<file path="src/hw/sis_pkg.sv">
// Shared constants and types for the serial interrupt slave frame control.
package sis_pkg;

	// Low widths, in clocks, that classify host pulses.
	localparam logic [3:0] SIS_START_MIN_LOW  = 4'h4;
	localparam logic [3:0] SIS_STOP_QUIET_LOW = 4'h2;
	localparam logic [3:0] SIS_STOP_CONT_LOW  = 4'h3;
	localparam logic [3:0] SIS_LOW_SAT        = 4'hf;

	// Frame timing after the rising edge of the start pulse.
	localparam int         SIS_FRAME_CLKS     = 3;
	localparam int         SIS_SAMPLE_OFS     = 2;
	localparam logic [7:0] SIS_CYC_SAT        = 8'hff;

	// Earliest clock after the stop pulse edge for a quiet-mode start.
	localparam logic [1:0] SIS_START_GAP      = 2'h2;
	localparam logic [1:0] SIS_GAP_SAT        = 2'h3;

	// Number of interrupt lines served; line i uses data frame i+1.
	localparam int         SIS_NUM_IRQ        = 16;

	typedef enum logic [1:0] {SIS_IDLE, SIS_START, SIS_FRAMES} sis_bus_t;

	typedef struct packed {
		logic oe;
		logic out;
	} sis_pin_t;

endpackage

</file>
<file path="src/hw/sis_frame_ctrl.sv">
// Slave side start-frame, data-frame and cycle-mode control for a serialized interrupt line.
`timescale 1ns/1ps
`default_nettype none

module sis_frame_ctrl
	import sis_pkg::*;
#(
	parameter int NUM_IRQ = SIS_NUM_IRQ
)(
	input  wire logic               i_clk_sys,
	input  wire logic               i_resetn,
	input  wire logic               i_host_bus_reset_low,
	input  wire logic [NUM_IRQ-1:0] i_irq_lines,
	input  wire logic               i_serirq_in,
	output var  logic               o_serirq_out,
	output var  logic               o_serirq_oe,
	output var  logic               o_quiet_mode,
	output var  logic               o_bus_active
);

	////////////////////////////////////////////////////////////////////////////
	// State.

	sis_bus_t     state;
	sis_bus_t     next_state;
	logic [3:0]   low_cnt;
	logic [3:0]   next_low_cnt;
	logic [7:0]   cyc;
	logic [7:0]   next_cyc;
	logic [1:0]   since_stop;
	logic [1:0]   next_since_stop;
	logic         quiet;
	logic         next_quiet;
	logic         active;
	logic         next_active;
	logic         data_low;
	logic         next_data_low;
	logic         own_start;
	logic         next_own_start;
	sis_pin_t     pin;
	sis_pin_t     next_pin;
	logic [NUM_IRQ-1:0] sent;
	logic [NUM_IRQ-1:0] next_sent;
	logic [NUM_IRQ-1:0] hit;
	logic         line_low;
	logic         rise;
	logic         is_start;
	logic         is_stop;
	logic         slot_low;

	// The line is sampled once per rising edge and is synchronous to the bus clock.
	assign line_low = !i_serirq_in;
	assign rise     = !line_low && (low_cnt != 4'h0);
	assign is_start = rise && (low_cnt >= SIS_START_MIN_LOW);
	assign is_stop  = rise && ((low_cnt == SIS_STOP_QUIET_LOW) ||
	                           (low_cnt == SIS_STOP_CONT_LOW));

	////////////////////////////////////////////////////////////////////////////
	// Sample slot decode: line i owns the clock 3(i+1)-1 after the start edge.

	genvar gi;
	generate
		for (gi = 0; gi < NUM_IRQ; gi++)
		begin : g_slot
			assign hit[gi] = (next_state == SIS_FRAMES) &&
			                 (next_cyc == 8'(SIS_FRAME_CLKS * gi + SIS_SAMPLE_OFS));
		end
	endgenerate

	assign slot_low = |(hit & ~i_irq_lines);

	////////////////////////////////////////////////////////////////////////////
	// Next-state logic.

	always_comb
	begin
		next_state      = state;
		next_low_cnt    = line_low ? ((low_cnt == SIS_LOW_SAT) ? low_cnt : low_cnt + 4'h1) : 4'h0;
		next_cyc        = (cyc == SIS_CYC_SAT) ? cyc : cyc + 8'h01;
		next_since_stop = (since_stop == SIS_GAP_SAT) ? since_stop : since_stop + 2'h1;
		next_quiet      = quiet;
		next_sent       = sent;
		next_own_start  = 1'b0;
		next_pin        = '0;
		next_data_low   = 1'b0;

		unique case (state)
			SIS_IDLE:
			begin
				// Idle lasts any number of clocks; a host low starts the cycle.
				if (line_low)
					next_state = SIS_START;
				else if (quiet && (since_stop >= SIS_START_GAP) && (i_irq_lines != sent))
				begin
					next_state     = SIS_START;
					next_own_start = 1'b1;
					next_pin       = '{oe: 1'b1, out: 1'b0};
				end
			end
			SIS_START:
			begin
				if (is_start)
				begin
					next_state = SIS_FRAMES;
					next_cyc   = 8'h01;
				end
				else if (is_stop)
				begin
					// A stop seen before any start frame still sets the mode of the next cycle.
					next_state      = SIS_IDLE;
					next_quiet      = (low_cnt == SIS_STOP_QUIET_LOW);
					next_since_stop = 2'h1;
				end
				else if (rise)
					next_state = SIS_IDLE;
			end
			SIS_FRAMES:
			begin
				if (is_start)
					next_cyc = 8'h01;
				else if (is_stop)
				begin
					next_state      = SIS_IDLE;
					next_quiet      = (low_cnt == SIS_STOP_QUIET_LOW);
					next_since_stop = 2'h1;
				end
			end
		endcase

		// A change whose slot is still ahead rides the running cycle instead of a new start.
		next_sent = (sent & ~hit) | (i_irq_lines & hit);
		if (slot_low)
		begin
			next_pin      = '{oe: 1'b1, out: 1'b0};
			next_data_low = 1'b1;
		end
		else if (data_low)
			next_pin = '{oe: 1'b1, out: 1'b1};

		next_active = (next_state != SIS_IDLE);

		if (!i_host_bus_reset_low)
		begin
			next_state      = SIS_IDLE;
			next_quiet      = 1'b0;
			next_pin        = '0;
			next_data_low   = 1'b0;
			next_own_start  = 1'b0;
			next_active     = 1'b0;
			next_low_cnt    = 4'h0;
			next_since_stop = SIS_GAP_SAT;
		end
	end

	////////////////////////////////////////////////////////////////////////////
	// Registers.

	always_ff @(posedge i_clk_sys or negedge i_resetn)
	begin
		if (!i_resetn)
		begin
			state      <= SIS_IDLE;
			low_cnt    <= 4'h0;
			cyc        <= SIS_CYC_SAT;
			since_stop <= SIS_GAP_SAT;
			quiet      <= 1'b0;
			active     <= 1'b0;
			data_low   <= 1'b0;
			own_start  <= 1'b0;
			pin        <= '0;
			sent       <= '1;
		end
		else
		begin
			state      <= next_state;
			low_cnt    <= next_low_cnt;
			cyc        <= next_cyc;
			since_stop <= next_since_stop;
			quiet      <= next_quiet;
			active     <= next_active;
			data_low   <= next_data_low;
			own_start  <= next_own_start;
			pin        <= next_pin;
			sent       <= next_sent;
		end
	end

	assign o_serirq_out = pin.out;
	assign o_serirq_oe  = pin.oe;
	assign o_quiet_mode = quiet;
	assign o_bus_active = active;
endmodule

`default_nettype wire

</file>
<file path="config.mk">
export PLATFORM = sky130hd
export DESIGN_NAME = sis_frame_ctrl
export DESIGN_NICKNAME = d
export VERILOG_FILES = /design/src/hw/sis_pkg.sv /design/src/hw/sis_frame_ctrl.sv
export SDC_FILE = /design/constraint.sdc
export NUM_CORES = 1
export LEC_CHECK = 0
export BUFFER_PORTS_ARGS = -buffer_cell sky130_fd_sc_hd__buf_2
export CAP_MARGIN = 20
export CORE_MARGIN = 1.5
export CORE_UTILIZATION = 40
export DETAILED_ROUTE_END_ITERATION = 10
export GPL_TIMING_DRIVEN = 1
export SYNTH_ARGS = -nofsm -noshare
export SYNTH_HDL_FRONTEND = slang
export SYNTH_SLANG_ARGS = --single-unit
</file>
<file path="constraint.sdc">
create_clock -name i_clk_sys -period 2.5 [get_ports i_clk_sys]
set_input_delay 0.375 -clock i_clk_sys [delete_from_list [all_inputs] [get_ports i_clk_sys]]
set_output_delay 0.375 -clock i_clk_sys [all_outputs]
set_load 0.01 [all_outputs]
</file>
# After elaboration in Yosys (flattened, before gate mapping)
# Cells that the tools add are included.
# word_totals
output_inout_bits,4
reg_bits,37
word_cells,111
in_bits,20
# op_classes
add_sub_neg,3
reduce_logical,28
n_eq_ne,29
order_cmp,2
mux,33
bitwise,6
# op_table
operator,count
16-bit bitwise AND,3
"8-bit by 6-bit equality test with 1-bit output, second input constant",6
"8-bit by 5-bit equality test with 1-bit output, second input constant",5
2-bit two-way mux,19
16-bit NOT,2
"8-bit by 4-bit equality test with 1-bit output, second input constant",3
8-bit two-way mux,3
1-bit logical AND,21
16-bit != test,1
16-bit OR,1
16-bit OR reduction,1
4-bit two-way mux,3
"8-bit by 1-bit adder with 8-bit output, second input constant",1
"4-bit by 2-bit equality test with 1-bit output, second input constant",2
"8-bit by 2-bit equality test with 1-bit output, second input constant",1
"8-bit by 3-bit equality test with 1-bit output, second input constant",1
"8-bit equality test, second input constant",1
1-bit two-way mux,7
"2-bit equality test, second input constant",3
2-bit one-hot mux with 3 select lines,1
"4-bit by 1-bit adder with 4-bit output, second input constant",1
"4-bit equality test, second input constant",1
"4-bit by 3-bit >= comparator with 1-bit output, second input constant",1
"2-bit != test, second input constant",2
other kinds (11),11

# Logic depth before layout (Yosys ltp)
# Gate-level depths: netlist of the first run.
# depth
ltp_word,13
mapped_depth,10
ltp_nobuf,9

# Worst setup path after synthesis of the first run
# Ideal clock, no wire load.
# synth_timing
kind,register to register
start,register cyc[0]
end,"register pin, in the netlist o_serirq_oe"
t_arrival_ns,2.544
t_required_ns,2.361
path_stages_with_launch,10
n_path_buf,1
setup_ns,0.139
period_less_slack_ns,2.683
slack_ns,-0.183
cell_sequence,dfstp_2 -> ha_1 -> and4_1 -> buf_6 -> nand2_4 -> a41oi_2 -> nor3_1 -> o211a_1 -> o31a_1 -> or4_1
# synth_lines
element,line_no,text
"start, declared",sis_frame_ctrl.sv:28,logic [7:0] cyc;
"start signal, assigned",sis_frame_ctrl.sv:177,cyc <= next_cyc;
"end signal, assigned",sis_frame_ctrl.sv:183,pin <= next_pin;
"end, declared",sis_frame_ctrl.sv:40,sis_pin_t pin;

==> impl_metrics.py, run 1 <==
metrics = {
    "detailed_routing": {
        "drc_errors": 0,
        "routed_wl_um": 7140,
        "avgViaCountPerCell": 5.72,
        "wl_per_cell_um": 16.8,
        "first_iter_violations": 162,
        "drt_first_pass_iters": 4,
        "via_count": 2425,
        "postRouteAntennaNets": 0,
    },
    "synthesis": {
        "synth_cells": 275,
        "syn_area_um2": 2670,
        "synth_flop_cell": "dfstp_2",
        "syn_nets": 302,
        "synthArstFlopShare_pct": 100,
        "synth-warning-count": 0,
        "synth-edff-count": 0,
        "synth_cell_types": 68,
        "syn_area_per_cell_um2": 9.70,
        "ys_seq_area_share_pct": 35.9,
        "synth-seq-cells": 37,
    },
    "timing": {
        "period_share_pct": 99.9,
        "hold_violations": 0,
        "relSlewSlack_pct": 44.6,
        "setup_viol": 0,
        "rsz0062_at_grt": "true",
        "fin_setup_tns_ns": 0,
        "slew_viol_final": 0,
        "max_freq_ghz": 0.401,
        "skew_ns": 0.00699,
        "worst_slew_pin_slew_ns": 0.831,
        "period_needed_ns": 2.50,
    },
    "power": {
        "power_leakage_nw": 1.55,
        "powerDensity_nw_per_um2": 975,
        "p_total_mw": 3.38,
        "ir_drop_mv": 0.943,
    },
    "clock_tree": {
        "htree_levels": 2,
        "clk_pin_slew_worst_paths_ns": 0.08,
        "tritoncts": "yes",
        "clk_latency_ns": 0.29,
        "cts_buffers": 5,
        "cts_sinks": 37,
        "cts.path.max_buffers": 2,
        "cts_root_buf": "clkbuf_8",
    },
    "floorplan": {
        "rows": 29,
        "start_util_pct": 41.8,
        "die_area_um2": 7170,
        "fp.dieH_um": 84.7,
        "core_um2": 6390,
        "io_pins": 24,
        "die_width_um": 84.7,
    },
    "grt": {
        "grt_pass1_wl_um": 11600,
        "grt_antenna_before_repair": 0,
        "first_global_vias": 2367,
        "use_met3_pct": 2.75,
        "use_met2_pct": 32.7,
        "busiest_layer": "met2",
        "overflow": 0,
        "grt_max_degree": 38,
        "grtUsageMet1_pct": 28.5,
        "grt_usage_pct": 20.3,
    },
    "critical_path": {
        "r2r-start": "cyc[1]",
        "required_ns": 2.67,
        "startpoint": "cyc[1]",
        "crit_fanout": 5,
        "worstPathArrival_ns": 2.67,
        "end_kind": "flop",
        "crit_type": "flop to flop",
        "crit_path_start_kind": "flop",
    },
    "layout": {
        "design_area_um2": 3470,
        "drive_gt1_share_pct": 48.7,
        "final_nets": 373,
        "synthToLayoutAreaGrowth_pct": 30.0,
        "utilization_pct": 54.3,
        "final_common_cell": "buf_4",
        "diodes": 0,
        "layout_common_cells": "buf_4, dfstp_2, buf_2, nand2_1",
    },
    "outcome": {
        "status": "finished, final reports clean",
    },
    "placement": {
        "gp_congestion": 0.901,
        "dpl_cell_area_um2": 3200,
        "hpwl_um": 5470,
        "io_buffers": 23,
    },
    "worst_hold_path": {
        "hold_class": "input port to async pin",
    },
    "flow_run": {
        "cap_viol_max_count": 0,
    },
}
-- final timing paths --
path                                 endpoint  slack (ns)  cells after the start
worst max-delay path              o_serirq_oe       0.004                     10
worst min-delay path               low_cnt[2]        0.18                      1
worst max register to register    o_serirq_oe       0.004                     10
worst min register to register  since_stop[0]        0.49                      1
max in group asynchronous          low_cnt[1]        1.75                      1
min in group i_clk_sys          since_stop[1]        0.32                      2
-- report_power, final --
part | switching [mW] | leakage, nW | internal, mW
Combinational | 1.15 | 1.09 | 0.937
Clock | 0.227 | 0.0439 | 0.193
Sequential | 0.124 | 0.417 | 0.747
Total | 1.51 | 1.55 | 1.88
-- critical path, stage by stage (launching register included) --
cell	delay, ns
dfstp_2	0.56
ha_4	0.17
and4_4	0.24
buf_6	0.12
a21o_4	0.14
a211oi_1	0.10
buf_4	0.16
a22oi_1	0.14
a21boi_0	0.10
buf_4	0.14
or4_1	0.49
-- cell usage after synthesis (4+ instances only) --
master	number	area (µm²)
nor3_1	7	35.0
nand2_1	17	63.8
mux2_2	12	135
nor2_1	17	63.8
a21oi_1	13	65.1
dfrtp_1	11	275
buf_6	5	56.3
nand3_1	17	85.1
ha_1	7	87.6
buf_2	7	35.0
and2_1	4	25.0
xor2_1	17	149
nand4_1	9	56.3
and3_1	5	31.3
o21ai_0	9	45.0
inv_1	9	33.8
mux2_1	4	45.0
nor4_1	8	50.1
dfstp_2	26	683
-- kinds of logic after synthesis --
group                      synth area share (%)
muxes                                      7.13
xor gates and xnor gates                   6.56
AOI/OAI and AO/OA                          16.8
adders and majority gates                  3.28
buffers and inverters                      5.25
DFF                                        35.9
and+or+nand+nor                            25.0
-- routing by layer --
metal | vias up | wire length [µm] | part of all wire (%)
met4 | 0 | 152 | 2.1
li1 | 1162 | - | -
met2 | 85 | 3370 | 47
met1 | 1162 | 3160 | 44
met5 | - | 0 | 0
met3 | 16 | 464 | 6.5
-- through the flow --
stage / worst slack [ns] / hold WS [ns] / cells
2_1_floorplan: 0.0748 / 0.0794 / 275
3_3_place_gp: -0.144 / 0.467 / 413
3_5_place_dp: -0.199 / 0.466 / 413
4_1_cts: 0.000264 / 0.211 / 421
5_1_grt: -0.0731 / 0.257 / 424
6_report: 0.00374 / 0.176 / 424
-- timing repair --
item | 4_1_cts | 5_1_grt
hold buffers | 0 | 0
pin swaps | 0 | 11
endpoints found under the setup margin | 9 | 16
setup buffers | 0 | 3
resized for setup | 12 | 23
gates cloned | 0 | 0
-- final cells by class --
cell class | count | area, µm²
Clock buffer | 5 | 68.8
Clock inverter | 3 | 17.5
Fill cell | 587 | 2920
Inverter | 9 | 33.8
Multi-Input combinational cell | 215 | 1760
Sequential cell | 37 | 961
Tap cell | 77 | 96.3
Timing Repair Buffer | 78 | 536
(Power assumes the default switching activity.)
==> run 2: changes to the inputs <==
==> constraint.sdc (replaced) <==
create_clock -name i_clk_sys -period 2.7 [get_ports i_clk_sys]
set_input_delay 0.405 -clock i_clk_sys [delete_from_list [all_inputs] [get_ports i_clk_sys]]
set_output_delay 0.405 -clock i_clk_sys [all_outputs]
set_load 0.01 [all_outputs]
==> run 2 against run 1 <==
Final cell count decreased by 5.2%. Clock skew about the same. Non-clock buffer count decreased by 22. Combinational power decreased by 20%.
==> impl_metrics.py, run 2 (synthesis results as in run 1) <==
metrics = {
    "critical_path": {
        "crit_path_start_kind": "flop",
        "path_buf_inv": 2,
        "crit_chain": "ha_4 > and4_1 > buf_6 > buf_4 > a21o_4 > and3_4 > o211ai_1 > o2111ai_2 > o31a_1 > or4_1",
        "startpoint": "cyc[0]",
        "max_stage_delay_ns": 0.40,
        "crit_fanout": 7,
        "cp_slowest_cell": "or4_1",
        "worstPathArrival_ns": 2.70,
        "end_kind": "flop",
        "r2r-start": "cyc[0]",
        "crit_family": "compound AO/OA/AOI/OAI gates",
        "crit_type": "flop to flop",
        "required_ns": 2.87,
    },
    "layout": {
        "utilization_pct": 50.7,
        "drive_gt1_share_pct": 41.2,
        "final_nets": 351,
        "synthToLayoutAreaGrowth_pct": 21.3,
        "final_common_cell": "buf_4",
        "fin_cells": 402,
        "fill_cells": 595,
        "multi_input_area_um2": 1680,
        "seqCellArea_um2": 958,
        "design_area_um2": 3240,
        "diodes": 0,
        "layout_common_cells": "buf_4, dfstp_2, buf_2",
    },
    "timing": {
        "hold_violations": 0,
        "relSlewSlack_pct": 44.5,
        "max_freq_ghz": 0.394,
        "period_share_pct": 94.0,
        "fin_setup_tns_ns": 0,
        "rsz0062_at_grt": "false",
        "setup_viol": 0,
        "timing.final.ws_setup_ns": 0.163,
        "hold_slack_ns": 0.209,
        "worst_slew_pin_slew_ns": 0.833,
        "slew_viol_final": 0,
        "period_needed_ns": 2.54,
        "skew_ns": 0.00735,
    },
    "power": {
        "p_comb_share_pct": 57.8,
        "seqPwrFrac_pct": 28.1,
        "power_leakage_nw": 1.43,
        "power.internal_mw": 1.61,
        "p_total_mw": 2.89,
        "power_frac_clock_pct": 14.1,
        "powerDensity_nw_per_um2": 893,
        "sw_frac_of_total_pct": 44.2,
        "p_switching_mw": 1.28,
        "ir_drop_mv": 0.421,
    },
    "detailed_routing": {
        "drt-met1-wl_um": 3140,
        "routed_wl_um": 6660,
        "wl_per_cell_um": 16.6,
        "drc_errors": 0,
        "first_iter_violations": 109,
        "via_count": 2293,
        "dr_wl_met2_um": 3150,
        "dr_wl_met3_um": 230,
        "routed.top_layer": "met4",
        "drt_first_pass_iters": 4,
        "avgViaCountPerCell": 5.70,
        "postRouteAntennaNets": 0,
    },
    "grt": {
        "overflow": 0,
        "grt_max_degree": 38,
        "first_global_vias": 2145,
        "grt_usage_pct": 19.0,
        "grt_pass1_wl_um": 10800,
        "grt_antenna_before_repair": 0,
    },
    "floorplan": {
        "io_pins": 24,
        "core_um2": 6390,
        "die_width_um": 84.7,
        "die_area_um2": 7170,
        "start_util_pct": 41.8,
        "rows": 29,
        "fp.dieH_um": 84.7,
    },
    "flow_run": {
        "cap_viol_max_count": 0,
    },
    "placement": {
        "dpl_worst_slack_ns": 0.0112,
        "gp_congestion": 0.833,
        "dp.cells": 390,
        "hpwl_um": 5030,
        "dpl_cell_area_um2": 2990,
        "io_buffers": 23,
    },
    "clock_tree": {
        "cts_root_buf": "clkbuf_8",
        "clk_latency_ns": 0.29,
        "hold_buffers": 0,
        "cts_buffers": 5,
        "cts_sinks": 37,
        "cts.path.max_buffers": 2,
        "tritoncts": "yes",
        "htree_levels": 2,
        "clk_pin_slew_worst_paths_ns": 0.08,
    },
    "outcome": {
        "status": "finished, final reports clean",
    },
    "worst_hold_path": {
        "hold_class": "input port to async pin",
    },
}
run 2: final timing paths:
| check | end | slack (ns) | depth (start not counted) |
|---|---|---|---|
| hold / removal | low_cnt[0] | 0.21 | 1 |
| setup reg to reg | o_serirq_oe | 0.16 | 10 |
| setup / recovery | o_serirq_oe | 0.16 | 10 |
| hold reg to reg | since_stop[0] | 0.48 | 1 |
| min in group i_clk_sys | since_stop[1] | 0.36 | 2 |
| max in group asynchronous | state[0] | 1.96 | 1 |
run 2: worst register-to-register path: cells and delay by family (launching register included):
kind	cells	cell delay, ns
AO/OA/AOI/OAI	4	0.81
AND/OR/NAND/NOR	3	0.79
flip-flops	1	0.39
buffers and inverters	2	0.26
adder cells (fa/ha/maj)	1	0.17
run 2: final cells by class:
cell class | instances | area share, %
clock buffers | 7 | 2.67
clock inverters | 1 | 0.232
inverters | 9 | 1.04
multi-input cells | 215 | 51.9
flip-flops and latches | 37 | 29.6
well taps | 77 | 2.98
repair buffers | 56 | 11.6
run 2: power groups by stage:
stage                     clock [mW]  sequential (mW)  combinational (mW)
after global placement             0            0.801                1.49
final                          0.406            0.812                1.67
after detailed placement           0            0.803                1.48
after CTS                      0.420            0.795                1.51
after floorplan                    0            0.748                1.08
after global routing           0.438            0.826                1.81
run 2: per-layer routing:
layer  track usage [%]  up-vias
li1                  -     1122
met1              26.5     1113
met2              30.9       47
met3              2.36       11
met4              5.72        0
met5                 0        -
run 2: what timing repair did:
action	4_1_cts	5_1_grt
pin swaps	0	11
endpoints found under the setup margin	1	1
buffers inserted	0	4
resized for setup	3	21
==> run 3: changes to the inputs <==
--- a/config.mk
+++ b/config.mk
@@ -5,12 +5,13 @@
 export SDC_FILE = /design/constraint.sdc
 export NUM_CORES = 1
 export LEC_CHECK = 0
+export ABC_AREA = 1
 export BUFFER_PORTS_ARGS = -buffer_cell sky130_fd_sc_hd__buf_2
-export CAP_MARGIN = 20
 export CORE_MARGIN = 1.5
 export CORE_UTILIZATION = 40
 export DETAILED_ROUTE_END_ITERATION = 10
 export GPL_TIMING_DRIVEN = 1
+export REMOVE_ABC_BUFFERS = 1
 export SYNTH_ARGS = -nofsm -noshare
 export SYNTH_HDL_FRONTEND = slang
 export SYNTH_SLANG_ARGS = --single-unit
==> run 3 against run 2 <==
The run now ends with DRC left. Non-clock buffer count decreased by 31. Combinational power decreased by 42%. Cell area decreased by 7.0%. Register-to-register slack improved by 0.11 ns. Die area increased by 1.1%. Worst setup slack improved by 0.11 ns.
==> impl_metrics.py, run 3 <==
metrics = {
    "outcome": {
        "status": "finished, violations left",
        "violations": "DRC",
    },
    "detailed_routing": {
        "routed_wl_um": 5800,
        "drt_first_pass_iters": 9,
        "drc_errors": 2,
        "avgViaCountPerCell": 4.83,
        "wl_per_cell_um": 11.9,
        "postRouteAntennaNets": 0,
        "first_iter_violations": 136,
        "via_count": 2354,
    },
    "floorplan": {
        "fp.dieH_um": 85.1,
        "core_um2": 6420,
        "die_area_um2": 7250,
        "rows": 29,
        "io_pins": 24,
        "start_util_pct": 42.0,
        "die_width_um": 85.1,
    },
    "timing": {
        "period_needed_ns": 2.43,
        "fin_setup_tns_ns": 0,
        "skew_ns": 0.00868,
        "worst_slew_pin_slew_ns": 0.852,
        "max_freq_ghz": 0.412,
        "rsz0062_at_grt": "false",
        "hold_violations": 0,
        "period_share_pct": 89.9,
        "hold_slack_ns": 0.224,
        "timing.final.ws_setup_ns": 0.273,
        "slew_viol_final": 0,
        "setup_viol": 0,
        "relSlewSlack_pct": 43.2,
    },
    "clock_tree": {
        "postCtsResizedCells": 0,
        "cts_buffers": 5,
        "clk_latency_ns": 0.28,
        "clk_pin_slew_worst_paths_ns": 0.08,
        "hold_buffers": 0,
        "cts_sinks": 37,
        "post-cts-setup-buffer-count": 0,
        "tritoncts": "yes",
        "cts.path.max_buffers": 2,
        "cts_root_buf": "clkbuf_8",
        "htree_levels": 2,
    },
    "power": {
        "sw_frac_of_total_pct": 42.1,
        "power_frac_clock_pct": 20.6,
        "powerDensity_nw_per_um2": 756,
        "p_switching_mw": 0.959,
        "seqPwrFrac_pct": 36.6,
        "power_leakage_nw": 1.66,
        "ir_drop_mv": 0.555,
        "p_comb_share_pct": 42.8,
        "power.internal_mw": 1.32,
    },
    "layout": {
        "final_nets": 436,
        "final_common_cell": "nand2_1",
        "fill_cells": 646,
        "diodes": 0,
        "layout_common_cells": "nand2_1, inv_1, nor2_1, dfstp_2, buf_2",
        "fin_cells": 487,
        "drive_gt1_share_pct": 26.8,
        "utilization_pct": 46.9,
        "synthToLayoutAreaGrowth_pct": 11.6,
    },
    "placement": {
        "dpl_worst_slack_ns": 0.306,
        "gp_congestion": 0.803,
        "dp.cells": 479,
        "hpwl_um": 4470,
        "io_buffers": 23,
    },
    "synthesis": {
        "synth_top_cell_area_share_pct": 25.3,
        "synth-seq-cells": 37,
        "synth_common_cells": "nand2_1, inv_1, nor2_1",
        "ys_top_cells_by_area": "dfstp_2, nand2_1, dfrtp_1, inv_1, nor2_1",
        "syn_area_per_cell_um2": 7.10,
        "post-synth-top-area-cell": "dfstp_2",
        "synth_cell_types": 33,
        "syn_area_um2": 2700,
        "synth-warning-count": 0,
        "synthArstFlopShare_pct": 100,
        "synth-edff-count": 0,
        "synth_flop_cell": "dfstp_2",
        "synth_most_common_cell": "nand2_1",
        "synth_cells": 380,
        "ys_seq_area_share_pct": 35.5,
    },
    "critical_path": {
        "crit_fanout": 6,
        "worstPathArrival_ns": 2.65,
        "cp_slowest_cell": "dfstp_2",
        "crit_family": "simple AND/OR/NAND/NOR gates",
        "crit_top_cell": "nand2_1",
        "crit_path_start_kind": "flop",
        "crit_type": "flop to flop",
        "end_kind": "flop",
        "required_ns": 2.92,
        "path_buf_inv": 0,
        "crit_chain": "ha_1 > nand2_4 > nor2_8 > nand2_4 > o21ai_4 > nor2_4 > nor2_2 > nand2_1 > nor2_1 > nand4_1 > nand2_1 > nor2_1 > nand2_1 > nor2_2 > nand2_1",
        "max_stage_delay_ns": 0.58,
    },
    "grt": {
        "grt_max_degree": 38,
        "grt_pass1_wl_um": 10400,
        "grt_usage_pct": 17.9,
        "first_global_vias": 2302,
        "grt_antenna_before_repair": 0,
        "overflow": 0,
    },
    "flow_run": {
        "cap_viol_max_count": 0,
    },
    "worst_hold_path": {
        "hold_class": "input port to async pin",
    },
}
[run 3: cell type report]
| type | count | area (µm²) | share of cell area (%) |
|---|---|---|---|
| multi-input combinational | 268 | 1450 | 48.1 |
| inverter | 72 | 270 | 8.97 |
| timing repair buffer | 25 | 130 | 4.32 |
| sequential | 37 | 958 | 31.8 |
| clock inverter | 2 | 35.0 | 1.16 |
| tap | 77 | 96.3 | 3.20 |
| clock buffer | 6 | 72.6 | 2.41 |
[run 3: per-stage QoR]
stage                     instance area [µm²]  total power, mW
after floorplan                          2680             1.56
after global placement                   2900             1.81
after detailed placement                 2900             1.81
after CTS                                3010             2.30
after global routing                     3010             2.47
final                                    3010             2.28
[run 3: worst paths after layout]
| check | start | end | slack, ns | cells past startpoint |
|---|---|---|---|---|
| setup reg to reg | cyc[1] | o_serirq_oe | 0.27 | 15 |
| min in group i_clk_sys | i_host_bus_reset_low | since_stop[1] | 0.36 | 2 |
| max in group asynchronous | i_resetn | o_serirq_out | 1.95 | 1 |
| hold / removal | i_resetn | low_cnt[0] | 0.22 | 1 |
| setup / recovery | cyc[1] | o_serirq_oe | 0.27 | 15 |
| hold reg to reg | since_stop[0] | since_stop[0] | 0.48 | 1 |
[run 3: routing by layer]
metal	vias up	track usage (%)	routed length, µm
met5	-	0	0
met1	1069	24.0	2820
met4	0	5.07	87
li1	1230	-	-
met2	47	29.7	2620
met3	8	3.02	265
[run 3: power groups by stage]
stage | registers, mW | clock network (mW) | logic, mW
finish | 0.834 | 0.469 | 0.974
global route | 0.853 | 0.513 | 1.11
CTS | 0.834 | 0.484 | 0.978
detailed placement | 0.840 | 0 | 0.973
global placement | 0.838 | 0 | 0.970
floorplan | 0.826 | 0 | 0.733
[run 3: logic make-up after synthesis]
kind of cell	count (synthesis)	synth area share, %
and+or+nand+nor	224	40.3
xor gates and xnor gates	1	0.325
DFF	37	35.5
adders and majority gates	7	3.25
AOI/OAI and AO/OA	36	9.69
buffers and inverters	75	10.9
